File: src/shared/isp_pkg.sv
// Constants and state codes for the shared SRAM port.
// Assumes one 200 MHz system clock; private bus periods are built from it.
package isp_pkg;
	// Clock and private bus period timing
	localparam int CLK_PERIOD_NS = 5;
	localparam int PB_PERIOD_NS = 50;
	localparam int PB_DIV = (PB_PERIOD_NS + CLK_PERIOD_NS - 1) / CLK_PERIOD_NS;
	localparam logic [3:0] DIV_LAST = 4'(PB_DIV - 1);
	localparam logic [3:0] DIV_HALF = 4'(PB_DIV / 2 - 1);
	// Private bus period indices inside one byte cycle
	localparam logic [1:0] PER_FIRST = 2'h0;
	localparam logic [1:0] RD_LAST = 2'h1;
	localparam logic [1:0] WR_LAST = 2'h2;
	localparam logic [1:0] WE_ON_PER = 2'h0;
	localparam logic [1:0] WE_OFF_PER = 2'h2;
	localparam logic [1:0] PER_STEP = 2'h1;
	// Address layout
	localparam int ADDR_W = 16;
	localparam int WORD_W = 15;
	localparam int PA_LO_W = 10;
	localparam int PA_HI_W = 6;
	localparam logic [14:0] WORD_INC = 15'h0001;
	localparam logic [1:0] MASK_NONE = 2'h0;

	typedef enum logic [3:0] {
		ST_IDLE = 4'h1,
		ST_RD = 4'h2,
		ST_WR = 4'h4,
		ST_EXT = 4'h8
	} isp_state_t;

	typedef enum logic [2:0] {
		JOB_FILL = 3'h1,
		JOB_PREF = 3'h2,
		JOB_DRAIN = 3'h4
	} isp_job_t;
endpackage

File: src/design/isp_tick_gen.sv
// Divider making 50 ns private bus period enables from the system clock.
// Assumes i_clk at the rate given in the package.
`timescale 1ns/10ps
module isp_tick_gen
	import isp_pkg::*;
(
	input wire logic i_clk, // System clock
	input wire logic i_sys_rst, // Async reset, active high
	output logic o_rise, // Pulse: start of a private bus period
	output logic o_fall // Pulse: middle of a private bus period
);
	logic [3:0] cnt;
	wire at_last = (cnt == DIV_LAST);
	wire at_half = (cnt == DIV_HALF);

	always_ff @(posedge i_clk or posedge i_sys_rst)
	begin
		if (i_sys_rst)
		begin
			cnt <= 4'h0;
			o_rise <= 1'b0;
			o_fall <= 1'b0;
		end
		else
		begin
			cnt <= at_last ? 4'h0 : 4'(cnt + 4'h1);
			o_rise <= at_last;
			o_fall <= at_half;
		end
	end
endmodule

File: src/design/isp_shared_sram_port.sv
// Shared SRAM access path: ISA memory window onto an 8-bit private bus SRAM.
// Assumes ISA inputs synchronous to i_clk and an external window decoder.
// Function
// - Start on select, refresh off, read/write; ignore AEN
// - Post ISA writes in holding register, drain later
// - Holding register busy: stall new write via IOCHRDY
// - ISA read miss requests private bus, stalls until fill done
// - Granted read enables address buffer, compares address
// - Prefetch miss: stall and read two SRAM bytes
// - Prefetch hit: drive word, release IOCHRDY
// - Hold data until read ends, then prefetch
// - Prefetches step up by one word
// - Any other private bus activity invalidates prefetch
// - No byte-high-enable seen since reset: 8-bit only
// - SRAM read: two periods, strobe first, sample end
// - SRAM write: three periods, address and data held
// - Write strobe from first to third period middle
// - Period timing derived as 50 ns periods
`timescale 1ns/10ps
module isp_shared_sram_port
	import isp_pkg::*;
(
	input wire logic i_clk, // 200 MHz system clock
	input wire logic i_sys_rst, // Async reset, active high
	input wire logic [15:0] i_sa, // System address SA0-15
	input wire logic i_refresh_n, // Refresh, active low
	input wire logic i_memr_n, // Memory read, active low
	input wire logic i_memw_n, // Memory write, active low
	input wire logic i_shared_mem_select_in_n, // SRAM window decode, active low
	input wire logic i_sbhe_n, // System byte high enable, active low
	input wire logic [15:0] i_sd, // System data in
	output logic [15:0] o_sd, // System data out
	output logic o_sd_oe_lo, // Drive SD0-7
	output logic o_sd_oe_hi, // Drive SD8-15
	output logic o_iochrdy_oe, // Pull IOCHRDY low while high
	output logic o_addr_buffer_out_en_n, // Upper address buffer enable, low
	output logic [9:0] o_pra_lo, // Private address bits 0-9
	output logic [5:0] o_pra_hi, // Private address bits 10-15
	output logic o_pra_hi_oe, // Drive private address bits 10-15
	input wire logic [7:0] i_private_data_bus, // Private data in
	output logic [7:0] o_private_data_bus, // Private data out
	output logic o_private_data_bus_oe, // Drive private data
	output logic o_sram_read_strobe_n, // SRAM output enable, low
	output logic o_sram_write_strobe_n, // SRAM write enable, low
	input wire logic i_net_req, // Network side wants private bus
	output logic o_net_gnt, // Network side owns private bus
	input wire logic i_prom_req, // PROM access wants private bus
	output logic o_prom_gnt // PROM access owns private bus
);
	// Addressed SRAM bytes of an ISA cycle: {high, low}
	function automatic logic [1:0] byte_mask(input logic wide, input logic a0,
		input logic bhe_n);
		byte_mask = wide ? {!bhe_n, !a0} : {a0, !a0};
	endfunction

	isp_state_t st, next_st;
	isp_job_t job, next_job;
	logic [WORD_W-1:0] job_word, next_word;
	logic bsel, next_bsel;
	logic [1:0] per, next_per;
	logic ext_prom, next_ext_prom;
	logic tick_rise, tick_fall;
	logic wide, rd_q, wr_taken;
	logic pf_valid, pf_req;
	logic [WORD_W-1:0] pf_addr, hold_word;
	logic [15:0] pf_data, hold_data;
	logic [1:0] hold_be;

	isp_tick_gen u_tick (
		.i_clk(i_clk),
		.i_sys_rst(i_sys_rst),
		.o_rise(tick_rise),
		.o_fall(tick_fall)
	);

	// ISA cycle decode; AEN plays no part in memory cycles
	wire rd_cyc = !i_shared_mem_select_in_n && i_refresh_n && !i_memr_n;
	wire wr_cyc = !i_shared_mem_select_in_n && i_refresh_n && !i_memw_n;
	wire [WORD_W-1:0] isa_word = i_sa[ADDR_W-1:1];
	wire [1:0] isa_mask = byte_mask(wide, i_sa[0], i_sbhe_n);
	wire hit = pf_valid && (pf_addr == isa_word);
	wire hold_full = (hold_be != MASK_NONE);
	wire take = wr_cyc && !wr_taken && !hold_full;
	wire serve = rd_cyc && hit;
	wire fill_need = rd_cyc && !hit;
	wire ext_req = ext_prom ? i_prom_req : i_net_req;
	wire rd_byte_end = (st == ST_RD) && tick_rise && (per == RD_LAST);
	wire rd_done = rd_byte_end && bsel;
	wire wr_byte_end = (st == ST_WR) && tick_rise && (per == WR_LAST);
	wire start_job = (st == ST_IDLE) && (next_st != ST_IDLE);
	wire pb_busy = (next_st == ST_RD) || (next_st == ST_WR);
	wire [ADDR_W-1:0] next_pa = pb_busy ? {next_word, next_bsel} : i_sa;
	wire read_owned = (next_st == ST_IDLE) || ((next_st == ST_RD) && (next_job == JOB_FILL));
	wire next_stall = fill_need || (wr_cyc && !wr_taken && hold_full);
	wire [7:0] sd_lo = isa_mask[0] ? pf_data[7:0] : pf_data[15:8];

	// Private bus arbiter and byte cycle sequencer
	always_comb
	begin
		next_st = st;
		next_job = job;
		next_word = job_word;
		next_bsel = bsel;
		next_per = per;
		next_ext_prom = ext_prom;
		unique case (st)
			ST_IDLE:
			begin
				if (tick_rise)
				begin
					next_per = PER_FIRST;
					// One owner at a time, picked only between cycles
					if (hold_full)
					begin
						next_st = ST_WR;
						next_job = JOB_DRAIN;
						next_word = hold_word;
						next_bsel = !hold_be[0];
					end
					else if (fill_need)
					begin
						next_st = ST_RD;
						next_job = JOB_FILL;
						next_word = isa_word;
						next_bsel = 1'b0;
					end
					else if (i_net_req || i_prom_req)
					begin
						next_st = ST_EXT;
						next_ext_prom = !i_net_req;
					end
					else if (pf_req && !rd_cyc && !wr_cyc)
					begin
						next_st = ST_RD;
						next_job = JOB_PREF;
						next_word = WORD_W'(pf_addr + WORD_INC);
						next_bsel = 1'b0;
					end
				end
			end
			ST_RD:
			begin
				if (tick_rise)
				begin
					next_per = (per == RD_LAST) ? PER_FIRST : 2'(per + PER_STEP);
					if (rd_byte_end)
					begin
						next_bsel = 1'b1;
						next_st = bsel ? ST_IDLE : ST_RD;
					end
				end
			end
			ST_WR:
			begin
				if (tick_rise)
				begin
					next_per = (per == WR_LAST) ? PER_FIRST : 2'(per + PER_STEP);
					if (wr_byte_end)
					begin
						next_bsel = 1'b1;
						next_st = (!bsel && hold_be[1]) ? ST_WR : ST_IDLE;
					end
				end
			end
			ST_EXT:
			begin
				if (tick_rise && !ext_req)
					next_st = ST_IDLE;
			end
		endcase
	end

	always_ff @(posedge i_clk or posedge i_sys_rst)
	begin
		if (i_sys_rst)
		begin
			st <= ST_IDLE;
			job <= JOB_PREF;
			job_word <= '0;
			bsel <= 1'b0;
			per <= PER_FIRST;
			ext_prom <= 1'b0;
		end
		else
		begin
			st <= next_st;
			job <= next_job;
			job_word <= next_word;
			bsel <= next_bsel;
			per <= next_per;
			ext_prom <= next_ext_prom;
		end
	end

	// Prefetch buffer, posted write holding register and bus width mode
	always_ff @(posedge i_clk or posedge i_sys_rst)
	begin
		if (i_sys_rst)
		begin
			wide <= 1'b0;
			rd_q <= 1'b0;
			wr_taken <= 1'b0;
			pf_valid <= 1'b0;
			pf_req <= 1'b0;
			pf_addr <= '0;
			pf_data <= '0;
			hold_word <= '0;
			hold_data <= '0;
			hold_be <= MASK_NONE;
		end
		else
		begin
			wide <= wide || !i_sbhe_n;
			rd_q <= rd_cyc;
			wr_taken <= wr_cyc && (wr_taken || take);
			if (rd_byte_end)
				pf_data[bsel*8 +: 8] <= i_private_data_bus;
			if (rd_done)
				pf_addr <= job_word;
			if (take || start_job)
				pf_valid <= 1'b0;
			else if (rd_done)
				pf_valid <= 1'b1;
			if (rd_q && !rd_cyc)
				pf_req <= 1'b1;
			else if (take || (start_job && next_job == JOB_PREF))
				pf_req <= 1'b0;
			if (take)
			begin
				hold_word <= isa_word;
				hold_data <= wide ? i_sd : {i_sd[7:0], i_sd[7:0]};
				hold_be <= isa_mask;
			end
			else if (wr_byte_end)
				hold_be[bsel] <= 1'b0;
		end
	end

	// Registered pin drive
	always_ff @(posedge i_clk or posedge i_sys_rst)
	begin
		if (i_sys_rst)
		begin
			o_sd <= '0;
			o_sd_oe_lo <= 1'b0;
			o_sd_oe_hi <= 1'b0;
			o_iochrdy_oe <= 1'b0;
			o_addr_buffer_out_en_n <= 1'b1;
			o_pra_lo <= '0;
			o_pra_hi <= '0;
			o_pra_hi_oe <= 1'b0;
			o_private_data_bus <= '0;
			o_private_data_bus_oe <= 1'b0;
			o_sram_read_strobe_n <= 1'b1;
			o_sram_write_strobe_n <= 1'b1;
			o_net_gnt <= 1'b0;
			o_prom_gnt <= 1'b0;
		end
		else
		begin
			o_sd <= {pf_data[15:8], sd_lo};
			o_sd_oe_lo <= serve && (isa_mask[0] || !wide);
			o_sd_oe_hi <= serve && wide && isa_mask[1];
			o_iochrdy_oe <= next_stall;
			o_addr_buffer_out_en_n <= !(rd_cyc && read_owned);
			o_pra_lo <= next_pa[PA_LO_W-1:0];
			o_pra_hi <= next_pa[ADDR_W-1:PA_LO_W];
			o_pra_hi_oe <= pb_busy && (next_job != JOB_FILL);
			o_private_data_bus <= next_bsel ? hold_data[15:8] : hold_data[7:0];
			o_private_data_bus_oe <= (next_st == ST_WR);
			o_sram_read_strobe_n <= (next_st != ST_RD);
			if (tick_fall && st == ST_WR && per == WE_ON_PER)
				o_sram_write_strobe_n <= 1'b0;
			else if (tick_fall && st == ST_WR && per == WE_OFF_PER)
				o_sram_write_strobe_n <= 1'b1;
			o_net_gnt <= (next_st == ST_EXT) && !next_ext_prom;
			o_prom_gnt <= (next_st == ST_EXT) && next_ext_prom;
		end
	end
endmodule

File: config.mk
export PLATFORM = sky130hd
export DESIGN_NAME = isp_shared_sram_port
export DESIGN_NICKNAME = d
export VERILOG_FILES = /design/src/shared/isp_pkg.sv /design/src/design/isp_tick_gen.sv /design/src/design/isp_shared_sram_port.sv
export SDC_FILE = /design/constraint.sdc
export NUM_CORES = 1
export LEC_CHECK = 0
export ABC_AREA = 1
export BUFFER_PORTS_ARGS = -buffer_cell sky130_fd_sc_hd__buf_2
export CORE_MARGIN = 2
export CORE_UTILIZATION = 33
export DETAILED_ROUTE_END_ITERATION = 10
export GPL_TIMING_DRIVEN = 0
export HOLD_SLACK_MARGIN = 0.12
export SLEW_MARGIN = 40
export SYNTH_ARGS = -nofsm -noshare
export SYNTH_HDL_FRONTEND = slang
export SYNTH_SLANG_ARGS = --single-unit
File: constraint.sdc
create_clock -name i_clk -period 6.2 [get_ports i_clk]
set_input_delay 0 -clock i_clk [delete_from_list [all_inputs] [get_ports i_clk]]
set_output_delay 0 -clock i_clk [all_outputs]
set_load 0.05 [all_outputs]
[Yosys cells after proc, flatten, opt, wreduce, memory -nomap -nowiden]
Index checks and enable logic that the tools add are counted.
Word-level totals
  flip-flop bits (word level): 151
  bits in latches: 0
  memory bits (writable): 0
  bits in read-only memories: 0
  logic and storage cells: 196
  memories kept: 0
Operators by class
  $add $sub $neg: 4
  multiply operators: 0
  div/mod/pow operators: 0
  order comparisons: 2
  equal/unequal tests: 21
  shift operators: 2
  multiplexer cells: 64
  bitwise logic cells: 2
  reductions and logical operators: 68
Operators with widths (number)
  $mux W15: 6
  $mux W4: 11
  $logic_and A1 B1 Y1: 34
  $neg A4 Y34: 1
  $shift A8 B34 Y16 const A: 1
  $shiftx A8 B34 Y16: 1
  $mux W16: 2
  $mux W1: 22
  $mux W3: 7
  $mux W2: 9
  $logic_not A1 Y1: 17
  $bwmux W16: 1
  $mux W8: 2
  $pmux W4 S4: 1
  $add A15 B1 Y15 const B: 1
  $eq A15 B15 Y1: 1
  $eq A4 B3 Y1 const B: 3
  $eq A4 B4 Y1 const B: 3
  $reduce_bool A2 Y1: 5
  $logic_or A1 B1 Y1: 9
  $eq A4 B1 Y1 const B: 2
  $eq A4 B2 Y1 const B: 2
  $ne A2 B1 Y1 const B: 3
  $pmux W2 S3: 1
  18 further kinds: 18

[Logic depth before layout (Yosys ltp)]
Gate-level depths: netlist of the first run.
  word-level depth: 18
  gate-level depth with buffers: 20
  gate-level depth less buffers: 18

[Hierarchy]
From an unflattened synthesis of the first run, not the netlist that was laid out.
Second synthesis, totals
  cells, all modules: 855
  area, all modules: 6967.9 um2
By module, submodules not included
  isp_shared_sram_port: instances 1, cells each 828, area an instance 6715.2 um2, seq. area each 3634.7 um2
  isp_tick_gen: instances 1, cells each 27, area an instance 252.7 um2, seq. area each 150.1 um2

[Least setup slack after synthesis of the first run]
Ideal clock, no wire load.
  path type: reg2reg
  start point: register st[0]
  end point: register o_pra_lo[4]
  setup time: 0.065 ns
  arrival: 1.905 ns
  data required time: 6.135 ns
  setup slack: 4.230 ns
  cell stages (with the launch flop): 14
  path buffers: 1
  period minus slack after synthesis: 1.970 ns
  cells stage by stage: dfstp_2 inv_1 nand3_1 inv_1 nor2_1 nand2_1 a21oi_1 nand2_1 a21oi_1 nand2_4 nand2_8 buf_12 nand2_2 nand2_1
On the way
  word-level cells in the longest chain between the ends: 9
  elaborated cells between the ends (all ways): 24
  classes of those cells: 6 x eq/ne; 13 x mux; 5 x reduce/logical
RTL lines
  start, declared: RTL line isp_shared_sram_port.sv:56  | isp_state_t st, next_st;
  start signal, assigned: RTL line isp_shared_sram_port.sv:186  | st <= next_st;
  $eq A4 B3 Y1, or another cell as far along: RTL line isp_shared_sram_port.sv:89, isp_shared_sram_port.sv:106
  $logic_and A1 B1 Y1, or another cell as far along (2 in series): RTL line isp_shared_sram_port.sv:89  | wire wr_byte_end = (st == ST_WR) && tick_rise && (per == WR_LAST);
  $mux W4, on equally long branches: RTL line isp_shared_sram_port.sv:158, isp_shared_sram_port.sv:113, isp_shared_sram_port.sv:146
  $mux W4, on equally long branches: RTL line isp_shared_sram_port.sv:155, isp_shared_sram_port.sv:109, isp_shared_sram_port.sv:143
  $pmux W4 S4: RTL line isp_shared_sram_port.sv:106  | unique case (st)
  $eq A4 B2 Y1 / $eq A4 B3 Y1 (equally long branches): RTL line isp_shared_sram_port.sv:91  | wire pb_busy = (next_st == ST_RD) || (next_st == ST_WR);
  $logic_or A1 B1 Y1: RTL line isp_shared_sram_port.sv:91
  $mux W16 *: RTL line isp_shared_sram_port.sv:92  | wire [ADDR_W-1:0] next_pa = pb_busy ? {next_word, next_bsel} : i_sa;
  named net next_pa[4]: RTL line isp_shared_sram_port.sv:92
  end signal, assigned: RTL line isp_shared_sram_port.sv:266  | o_pra_lo <= next_pa[PA_LO_W-1:0];
  end, declared: RTL line isp_shared_sram_port.sv:37  | output logic [9:0] o_pra_lo,
Mark *: on every way through the listed nets, which the timed path passes. The rest lies on a longest branch.
A chain may end at the register's enable or synchronous reset.

[Worst setup path in the final report of the first run]
  start point: input port i_memr_n
  end point: register o_private_data_bus[5]
On the way
  word-level cells in the longest chain between the ends: 12
  elaborated cells between the ends (all ways): 13
  classes of those cells: 7 x mux; 6 x reduce/logical
RTL lines
  start, declared: RTL line isp_shared_sram_port.sv:27  | input wire logic i_memr_n,
  $logic_not A1 Y1 *: RTL line isp_shared_sram_port.sv:77  | wire rd_cyc = !i_shared_mem_select_in_n && i_refresh_n && !i_memr_n;
  $logic_and A1 B1 Y1 *: RTL line isp_shared_sram_port.sv:77
  named net rd_cyc: RTL line isp_shared_sram_port.sv:77
  $logic_not A1 Y1: RTL line isp_shared_sram_port.sv:132  | else if (pf_req && !rd_cyc && !wr_cyc)
  $logic_and A1 B1 Y1 (2 in series): RTL line isp_shared_sram_port.sv:132
  $mux W1: RTL line isp_shared_sram_port.sv:132
  $mux W1: RTL line isp_shared_sram_port.sv:127  | else if (i_net_req || i_prom_req)
  $mux W1 *: RTL line isp_shared_sram_port.sv:120  | else if (fill_need)
  $mux W1 *: RTL line isp_shared_sram_port.sv:113  | if (hold_full)
  $mux W1 *: RTL line isp_shared_sram_port.sv:109  | if (tick_rise)
  $pmux W1 S3 *: RTL line isp_shared_sram_port.sv:106
  $mux W8 *: RTL line isp_shared_sram_port.sv:269  | o_private_data_bus <= next_bsel ? hold_data[15:8] : hold_data[7:0];
  end signal, assigned: RTL line isp_shared_sram_port.sv:269
  end, declared: RTL line isp_shared_sram_port.sv:41  | output logic [7:0] o_private_data_bus,
Marked as above.

==> results list, run 1 <==
- For this run, the total global-route usage over all layers was measured as 18.1%.
* Post-detailed-route DRC marker count: 0
- In the synthesized netlist the async set-or-reset flop fraction comes to 100%.
- Core Area: 0.0210 mm²
- Static timing analysis puts the maximum clock frequency at 337 MHz.
* Class of the most critical hold timing path: input port to flip-flop
- Global-route wire length before repair: 31500 µm
- I/O pin cnt: 99
- Chip Height: 150 µm
- Max FO, Critical Path: 10
- Leaving out filler cells and counting taps, the final layout contains 1318.
* Gate count of the mapped netlist: 855
* Worst setup path startpoint: i_memr_n
- In this run, distinct cell masters in the synthesized netlist total 43.
- Endpoint of the worst hold-timing path: o_iochrdy_oe
- In this run the critical register-to-register path is captured at o_addr_buffer_out_en_n.
- Once detail routing completed, the nets flagged for antenna violations numbered 0.
- In this run the register-to-register setup slack is 3.42 ns.
- At the end of the flow, the number of nets in the layout was 1080.
* Pre-CTS setup slack: 3.43 ns
- Number of max-capacitance violations reported: 0
* Die Area: 0.0225 mm²
* Number of antenna violations at the first check in global routing: 0
* Clk network pwr share: 48.8%
- In this run the clock root is driven by a sky130_fd_sc_hd__clkbuf_16.
* P per Cell Area: 247 mW/mm²
* Launching point of the worst reg2reg path: st[2]
- Net switching is 23.8% of the power.
- Counting cells, the worst reg-to-reg path comes to 10.
- Congestion Overflow GR: 0
* Share of the clock period used by the worst path: 47.9%
- In this run the power spent charging and discharging nets is 0.000535 W.
- Of the post-synthesis cell area, the dominant cell type holds 51.9%.
- Hold violation count in the final report: 0
- Ratio of cells with drive above 1 in the final layout: 17.8%
- In the final layout, the multi-input gates occupy 0.00265 mm².
- Setup repair after global routing left no endpoint under its margin.
* Post-synthesis sequential area ratio: 53.7%
- Critical setup path kind: input port to flip-flop
- TritonCTS built the clock tree.
- The clock reaches the later pin of the worst-skew pair after 0.43 ns.
- For this design the static power due to leakage is 4.35 nW.
* Most used flip-flop cell after synthesis: sky130_fd_sc_hd__dfrtp_1
* Final critical delay including setup and external delays: 2.97 ns
- Peak supply drop: 0.000133 V
* Element type at the critical path end: flip-flop
- Registers are responsible for 44.7% of the overall power.
* Clock buffers created by TritonCTS: 17
- Origin of the worst min-delay path: i_refresh_n
* Clock transition at the register clock pins on the worst setup and hold paths after CTS: 0.06 ns
* HPWL after detailed placement: 13300 µm
- Routability-driven placement finished with a final weighted congestion of 0.904.
- The area growth from synthesis to layout is 29.3%.
- Row Count: 53
- Combinational cells account for 6.5% of the total power.
- Rel. slew slack: 55.0%
- Post-Route Skew: 0.00951 ns
- The number of antenna diodes in the final layout is 0.
- Run status: finished clean
- Via count of the first global-routing pass: 6062
* Net count of the mapped netlist: 905
* Setup TNS: 0 ns
- Post-Syn Area per Cell: 8.24 µm²
* Final worst-path setup slack: 3.23 ns
* Overall via count from detail_route: 6190
- Final worst hold slack: 0.181 ns
- Largest net degree at the start of global routing: 79
* Maximum clock path buffer count: 2
- Setup violations remaining at the end of the flow were counted as 0.
- The total count of max-transition violations in the final report was 0.
- Number of iterations in the first detailed-routing pass: 5
- In this run, synthesis produced a sequential element count of 151.
* Cell-internal power: 0.00171 W
- Registers take 0.00378 mm².
- Instance count along the most critical hold path: 5
- Slew of the pin with the lowest slew margin: 0.668 ns
- Counting the fill cells in the layout gives 2123.
- For the worst setup path, the data required time is 6.52 ns.
- Yosys printed 0 warnings.
- The clock drives 151 sinks.
- After detailed routing, the total wire length is 19600 µm.
* Port bufs: 98
* Critical Path Source Type: input port
- Number of H-tree levels: 4
- Power comes to 0.00225 W.
- In this run, placement finished with an instance count of 1229.
- Dominant cell type by area after synthesis: sky130_fd_sc_hd__dfrtp_1
- Cell Area, Synth: 0.00704 mm²
- After detailed routing, the average wire length per cell comes to 14.9 µm.
- Overall die width: 150 µm
- The synthesized design contains 0 enable-type register cells.
- By area the synthesized netlist is led by sky130_fd_sc_hd__dfrtp_1 (52%), sky130_fd_sc_hd__nand2_1 (13%), sky130_fd_sc_hd__inv_1 (5.8%), sky130_fd_sc_hd__o21ai_0 (5.8%), sky130_fd_sc_hd__nand3_1 (3.1%).
* Initial standard-cell utilization of the core: 33.6%
- In this run, the number of DRC markers left after iteration 0 of detailed routing was 444.
- Number of setup buffers added after CTS: 0
* WP data arrival: 3.29 ns
* Average via count per standard cell: 4.70
==> synth_stat cells (all sizes together) (8+ instances only) <==
cell / count
nand2: 264
dfrtp: 146
inv: 119
o21ai: 91
nor2: 55
nand3: 46
a21oi: 29
clkbuf: 20
o211ai: 16
nor3: 11
xor2: 9
o22ai: 8
==> what timing repair did <==
action,in CTS,in global routing
gates resized for setup,0,0
hold buffers,57,0
endpoints found under the hold margin,170,0
==> cell usage in the layout, fill, tap and decap left out, drive strengths merged, types with 3 or more instances in the layout <==
cell           n
o21ai         91
clkbuf        39
dfstp          5
inv          123
dlygate4sd3   57
nor2          55
o22ai          8
nand2        264
buf          106
clkinvlp       3
a21oi         29
nand4          3
xor2           9
nor4           3
dfrtp        146
bufinv         3
nand3         46
o211ai        16
nor3          11
clkinv         7
==> layout make-up <==
class,count,area share [%]
sequential,151,41.6
inverter,123,5.15
clock inverter,13,1.86
clock buffer,19,4.97
buffer,27,1.58
timing repair buffer,156,12.0
tap,275,3.78
multi-input combinational,554,29.1
==> power by group through the flow <==
stage	Clock, W	Sequential (W)	Combinational [W]
2_1_floorplan	0	0.00104	0.0000505
3_3_place_gp	0	0.00102	0.000119
3_5_place_dp	0	0.00102	0.000123
4_1_cts	0.00112	0.00100	0.000146
5_1_grt	0.00116	0.00101	0.000161
6_report	0.00110	0.00100	0.000145
==> worst max path at each step <==
stage                        endpoint  slack [ns]  cells after the start
3_5_place_dp   o_addr_buffer_out_en_n        3.43                     10
5_1_grt         o_private_data_bus[7]        3.07                     17
2_1_floorplan                    bsel        2.14                      1
3_3_place_gp             hold_word[4]        0.25                      2
6_report        o_private_data_bus[5]        3.23                     18
4_1_cts         o_private_data_bus[6]        3.26                     18
==> stage by stage <==
step / area [µm²] / utilization [%]
6_report: 9100 / 43.5
5_1_grt: 9100 / 43.5
4_1_cts: 9100 / 43.5
3_5_place_dp: 7910 / 37.8
3_3_place_gp: 7880 / 37.6
2_1_floorplan: 7040 / -
==> layer usage <==
| metal | vias to the layer above | track usage (%) | routed length [µm] |
|---|---|---|---|
| met3 | 31 | 3.88 | 1070 |
| met5 | - | 0 | 0 |
| met4 | 0 | 6.56 | 412 |
| met1 | 2897 | 25.0 | 9380 |
| met2 | 189 | 28.1 | 8730 |
| li1 | 3073 | - | - |
==> kinds of logic (layout without fill, tap and decap cells) <==
family / Yosys count / after routing / synth area share (%)
buffers and inverters: 150 / 338 / 8.60
AOI/OAI and AO/OA: 158 / 158 / 12.6
xor gates and xnor gates: 10 / 10 / 1.24
and+or+nand+nor: 385 / 385 / 23.7
adders and majority gates: 1 / 1 / 0.178
DFF: 151 / 151 / 53.7
==> critical path, cell delays in order <==
cell and delay [ns]:
sky130_fd_sc_hd__dlygate4sd3_1 0.53, sky130_fd_sc_hd__buf_2 0.13, sky130_fd_sc_hd__nor2_4 0.18, sky130_fd_sc_hd__dlygate4sd3_1 0.72
sky130_fd_sc_hd__inv_1 0.09, sky130_fd_sc_hd__nand3_1 0.09, sky130_fd_sc_hd__inv_1 0.06, sky130_fd_sc_hd__nand2_1 0.20
sky130_fd_sc_hd__nand2_2 0.25, sky130_fd_sc_hd__o21ai_1 0.19, sky130_fd_sc_hd__nand2_1 0.06, sky130_fd_sc_hd__nand2_1 0.06
sky130_fd_sc_hd__nand2_1 0.04, sky130_fd_sc_hd__nand2_1 0.05, sky130_fd_sc_hd__nand2_1 0.21, sky130_fd_sc_hd__buf_2 0.28
sky130_fd_sc_hd__nand2_1 0.08, sky130_fd_sc_hd__o21ai_1 0.05
==> state kept, by name, summed over array words and instances (netlist names), 2 cells and up <==
| name | cells |
|---|---|
| st | 4 |
| per | 2 |
| hold_data | 16 |
| job_word | 15 |
| u_tick.cnt | 4 |
| o_private_data_bus | 8 |
| o_pra_lo | 10 |
| pf_data | 16 |
| hold_word | 15 |
| pf_addr | 15 |
| o_pra_hi | 6 |
| hold_be | 2 |
| job | 3 |
| o_sd | 16 |
No activity file was read; power rests on OpenSTA's default activity.
==> run 2: changes to the inputs <==
Clock period 6.2 ns to 2.82 ns, I/O delays scaled along.
==> results list, run 2 (same netlist as run 1, synthesis figures left out) <==
- The flow ran to the end, and the final reports show no timing, DRC or antenna violations.
* P per Cell Area: 530 mW/mm²
- Max FO, Critical Path: 10
- In this design, the critical path's most frequently occurring cell is sky130_fd_sc_hd__nand2_1.
* Initial standard-cell utilization of the core: 33.6%
- The die is 150 µm tall.
- Crit path buffers/inverters: 2
- Broken down by cell family, the worst path's largest delay share belongs to simple AND/OR/NAND/NOR gates.
- Source-to-sink clock delay at the later pin of the worst-skew pair: 0.43 ns
- On the final layout, the worst hold slack is 0.149 ns.
- Slew of the pin with the lowest slew margin: 0.763 ns
- In this run, the number of DRC markers left after iteration 0 of detailed routing was 429.
* Share of the clock period used by the worst path: 89.7%
- Series of cell instances along the critical path: inv_2, nand2_1, nand2_1, nor2_1, nand2_1, nor2_2, nand2_2, nand2_4, nand2_2, o21ai_1, nand2_1, nand2_1, nand2_1, nand2_1, nand2_1, buf_2, nand2_1, o21ai_1
- CTS tree: built
* Peak supply drop: 0.000240 V
- The die covers 0.0225 mm².
- Global-route wire length before repair: 31200 µm
- In the layout the commonest cells are sky130_fd_sc_hd__nand2_1 (244), sky130_fd_sc_hd__dfrtp_1 (146), sky130_fd_sc_hd__inv_1 (108).
- Summing over every cut layer, the via total after detailed routing is 6249.
- The total area inside the core boundary comes to 0.0210 mm².
- Setup violations remaining at the end of the flow were counted as 0.
- Counting along the longest clock path gives a buffer depth of 2.
- The die is 150 µm wide.
* Congestion Overflow GR: 0
- Critical Path Source Type: flip-flop
- Number of H-tree levels: 4
- After legalization and detailed placement, the total HPWL measured 13600 µm.
* FMAX: 395 MHz
* Largest net degree at the start of global routing: 26
- After detailed placement, the total cell area comes to 0.00802 mm².
- Number of iterations in the first detailed-routing pass: 5
* Overall track demand over capacity in global routing: 18.1%
* Critical setup path kind: flip-flop to flip-flop
- The clock arrives with 0.0108 ns of skew.
- STA classifies the critical path endpoint as a flip-flop.
- At the worst endpoint, the arrival time is 2.85 ns.
* Clock transition at the register clock pins on the worst setup and hold paths after CTS: 0.07 ns
- Worst setup slack for register-to-register paths: 0.29 ns
- In this design, the stage delay of the slowest critical-path cell is 0.46 ns.
- Clock buffers created by TritonCTS: 17
- Layout Cells excl Fill: 1323
- The library cell used most frequently in the layout, excluding fill and tap cells, is sky130_fd_sc_hd__nand2_1.
* Sink Count: 151
- Critical Path RT: 3.14 ns
- Class of the most critical hold timing path: input port to asynchronous set/reset pin
* Final-report max-slew violation count: 0
* Unrepaired setup endpoints after global routing: false
- Antenna cells: 0
- Launching point of the worst reg2reg path: pf_addr[5]
- For this design the static power due to leakage is 4.39 nW.
- Area grow syn2layout: 30.8%
- Number of max-capacitance violations reported: 0
- The net count of the finished layout is 1085.
- The endpoint identified for the worst register-to-register timing path is o_private_data_bus[6].
- After routing the design area is 0.00921 mm².
- The via count of the first global-routing pass is 5871.
- I/O pin cnt: 99
- After detailed routing, the total wire length is 19600 µm.
- CTS root buffer: sky130_fd_sc_hd__clkbuf_16
* Final critical delay including setup and external delays: 2.53 ns
* Total of fill cells in the finished design: 2111
- Once detail routing completed, the nets flagged for antenna violations numbered 0.
- Dividing the detail-routed via count by the number of cells gives 4.72.
* Mean routed wirelength per cell: 14.8 µm
- Post-detailed-route DRC marker count: 0
- Input and output buffers added on the ports amount to 98.
- The number of antenna violations at the first check in global routing is 0.
- Ratio of cells with drive above 1 in the final layout: 18.5%
* Row Count: 53
- The largest individual stage delay along the critical path comes from the cell sky130_fd_sc_hd__dfrtp_1.
- Overall power: 0.00488 W
- The worst pin sits at a relative slew slack of 48.7%.
- At the end of routability-driven placement, the weighted congestion stood at 0.925.
- Buffers added to address setup during post-CTS repair amount to 0.
- Counting tap cells, the placed design contains a total of 1234 instances.
- The hold violation count in the final report was 0.
- In the final layout, the registers with the most flip-flops are hold_data x16, o_sd x16, pf_data x16.
- Counting cells, the worst reg-to-reg path comes to 18.
-- run 2: power breakdown --
group,switching (W),internal [W],total (W),leakage (nW)
logic,0.000208,0.000130,0.000338,2.44
registers,0.00000945,0.00220,0.00221,1.66
clock network,0.000981,0.00135,0.00233,0.294
total,0.00120,0.00368,0.00488,4.39
-- run 2: worst max path at each step --
stage	start	endpoint	slack (ns)	cells past startpoint
finish	pf_addr[5]	o_private_data_bus[6]	0.29	18
global route	st[2]	o_addr_buffer_out_en_n	0.04	10
CTS	st[2]	o_addr_buffer_out_en_n	0.02	10
detailed placement	st[2]	o_addr_buffer_out_en_n	0.05	10
global placement	i_sys_rst	o_pra_lo[6]	-0.13	2
floorplan	st[0]	o_pra_lo[4]	0.85	13
-- run 2: cell type report --
class                           instances  area [µm²]  area share, %
Clock inverter                         14         163           1.77
Tap cell                              275         344           3.74
Timing Repair Buffer                  161        1200           13.1
Sequential cell                       151        3780           41.1
Multi-Input combinational cell        554        2660           28.9
Inverter                              123         469           5.10
Buffer                                 27         145           1.58
Clock buffer                           18         439           4.77
-- run 2: per-stage QoR --
stage / setup slack [ns] / TNS, ns / utilization [%]
after floorplan: 0.850 / 0 / -
after global placement: -0.131 / -17.40 / 37.6
after detailed placement: 0.0483 / 0 / 38.3
after CTS: 0.0202 / 0 / 43.9
after global routing: 0.0400 / 0 / 43.9
final: 0.291 / 0 / 43.9
-- run 2: timing repair --
action	CTS	global route
endpoints found under the hold margin	148	0
endpoints found under the setup margin	0	10
hold buffers	57	0
resized for setup	0	5
-- run 2: worst min-delay path: cells and delay by family --
kind	cells	cell delay, ns
buf+inv	3	1.00
-- run 2: metal layers --
layer	wire length [µm]	GRT usage [%]	share of wire, %	vias to the layer above
li1	-	-	-	3090
met1	9440	25.7	48	2948
met2	8800	27.5	45	194
met3	1100	4.76	5.6	17
met4	242	4.58	1.2	0
met5	0	0	0	-
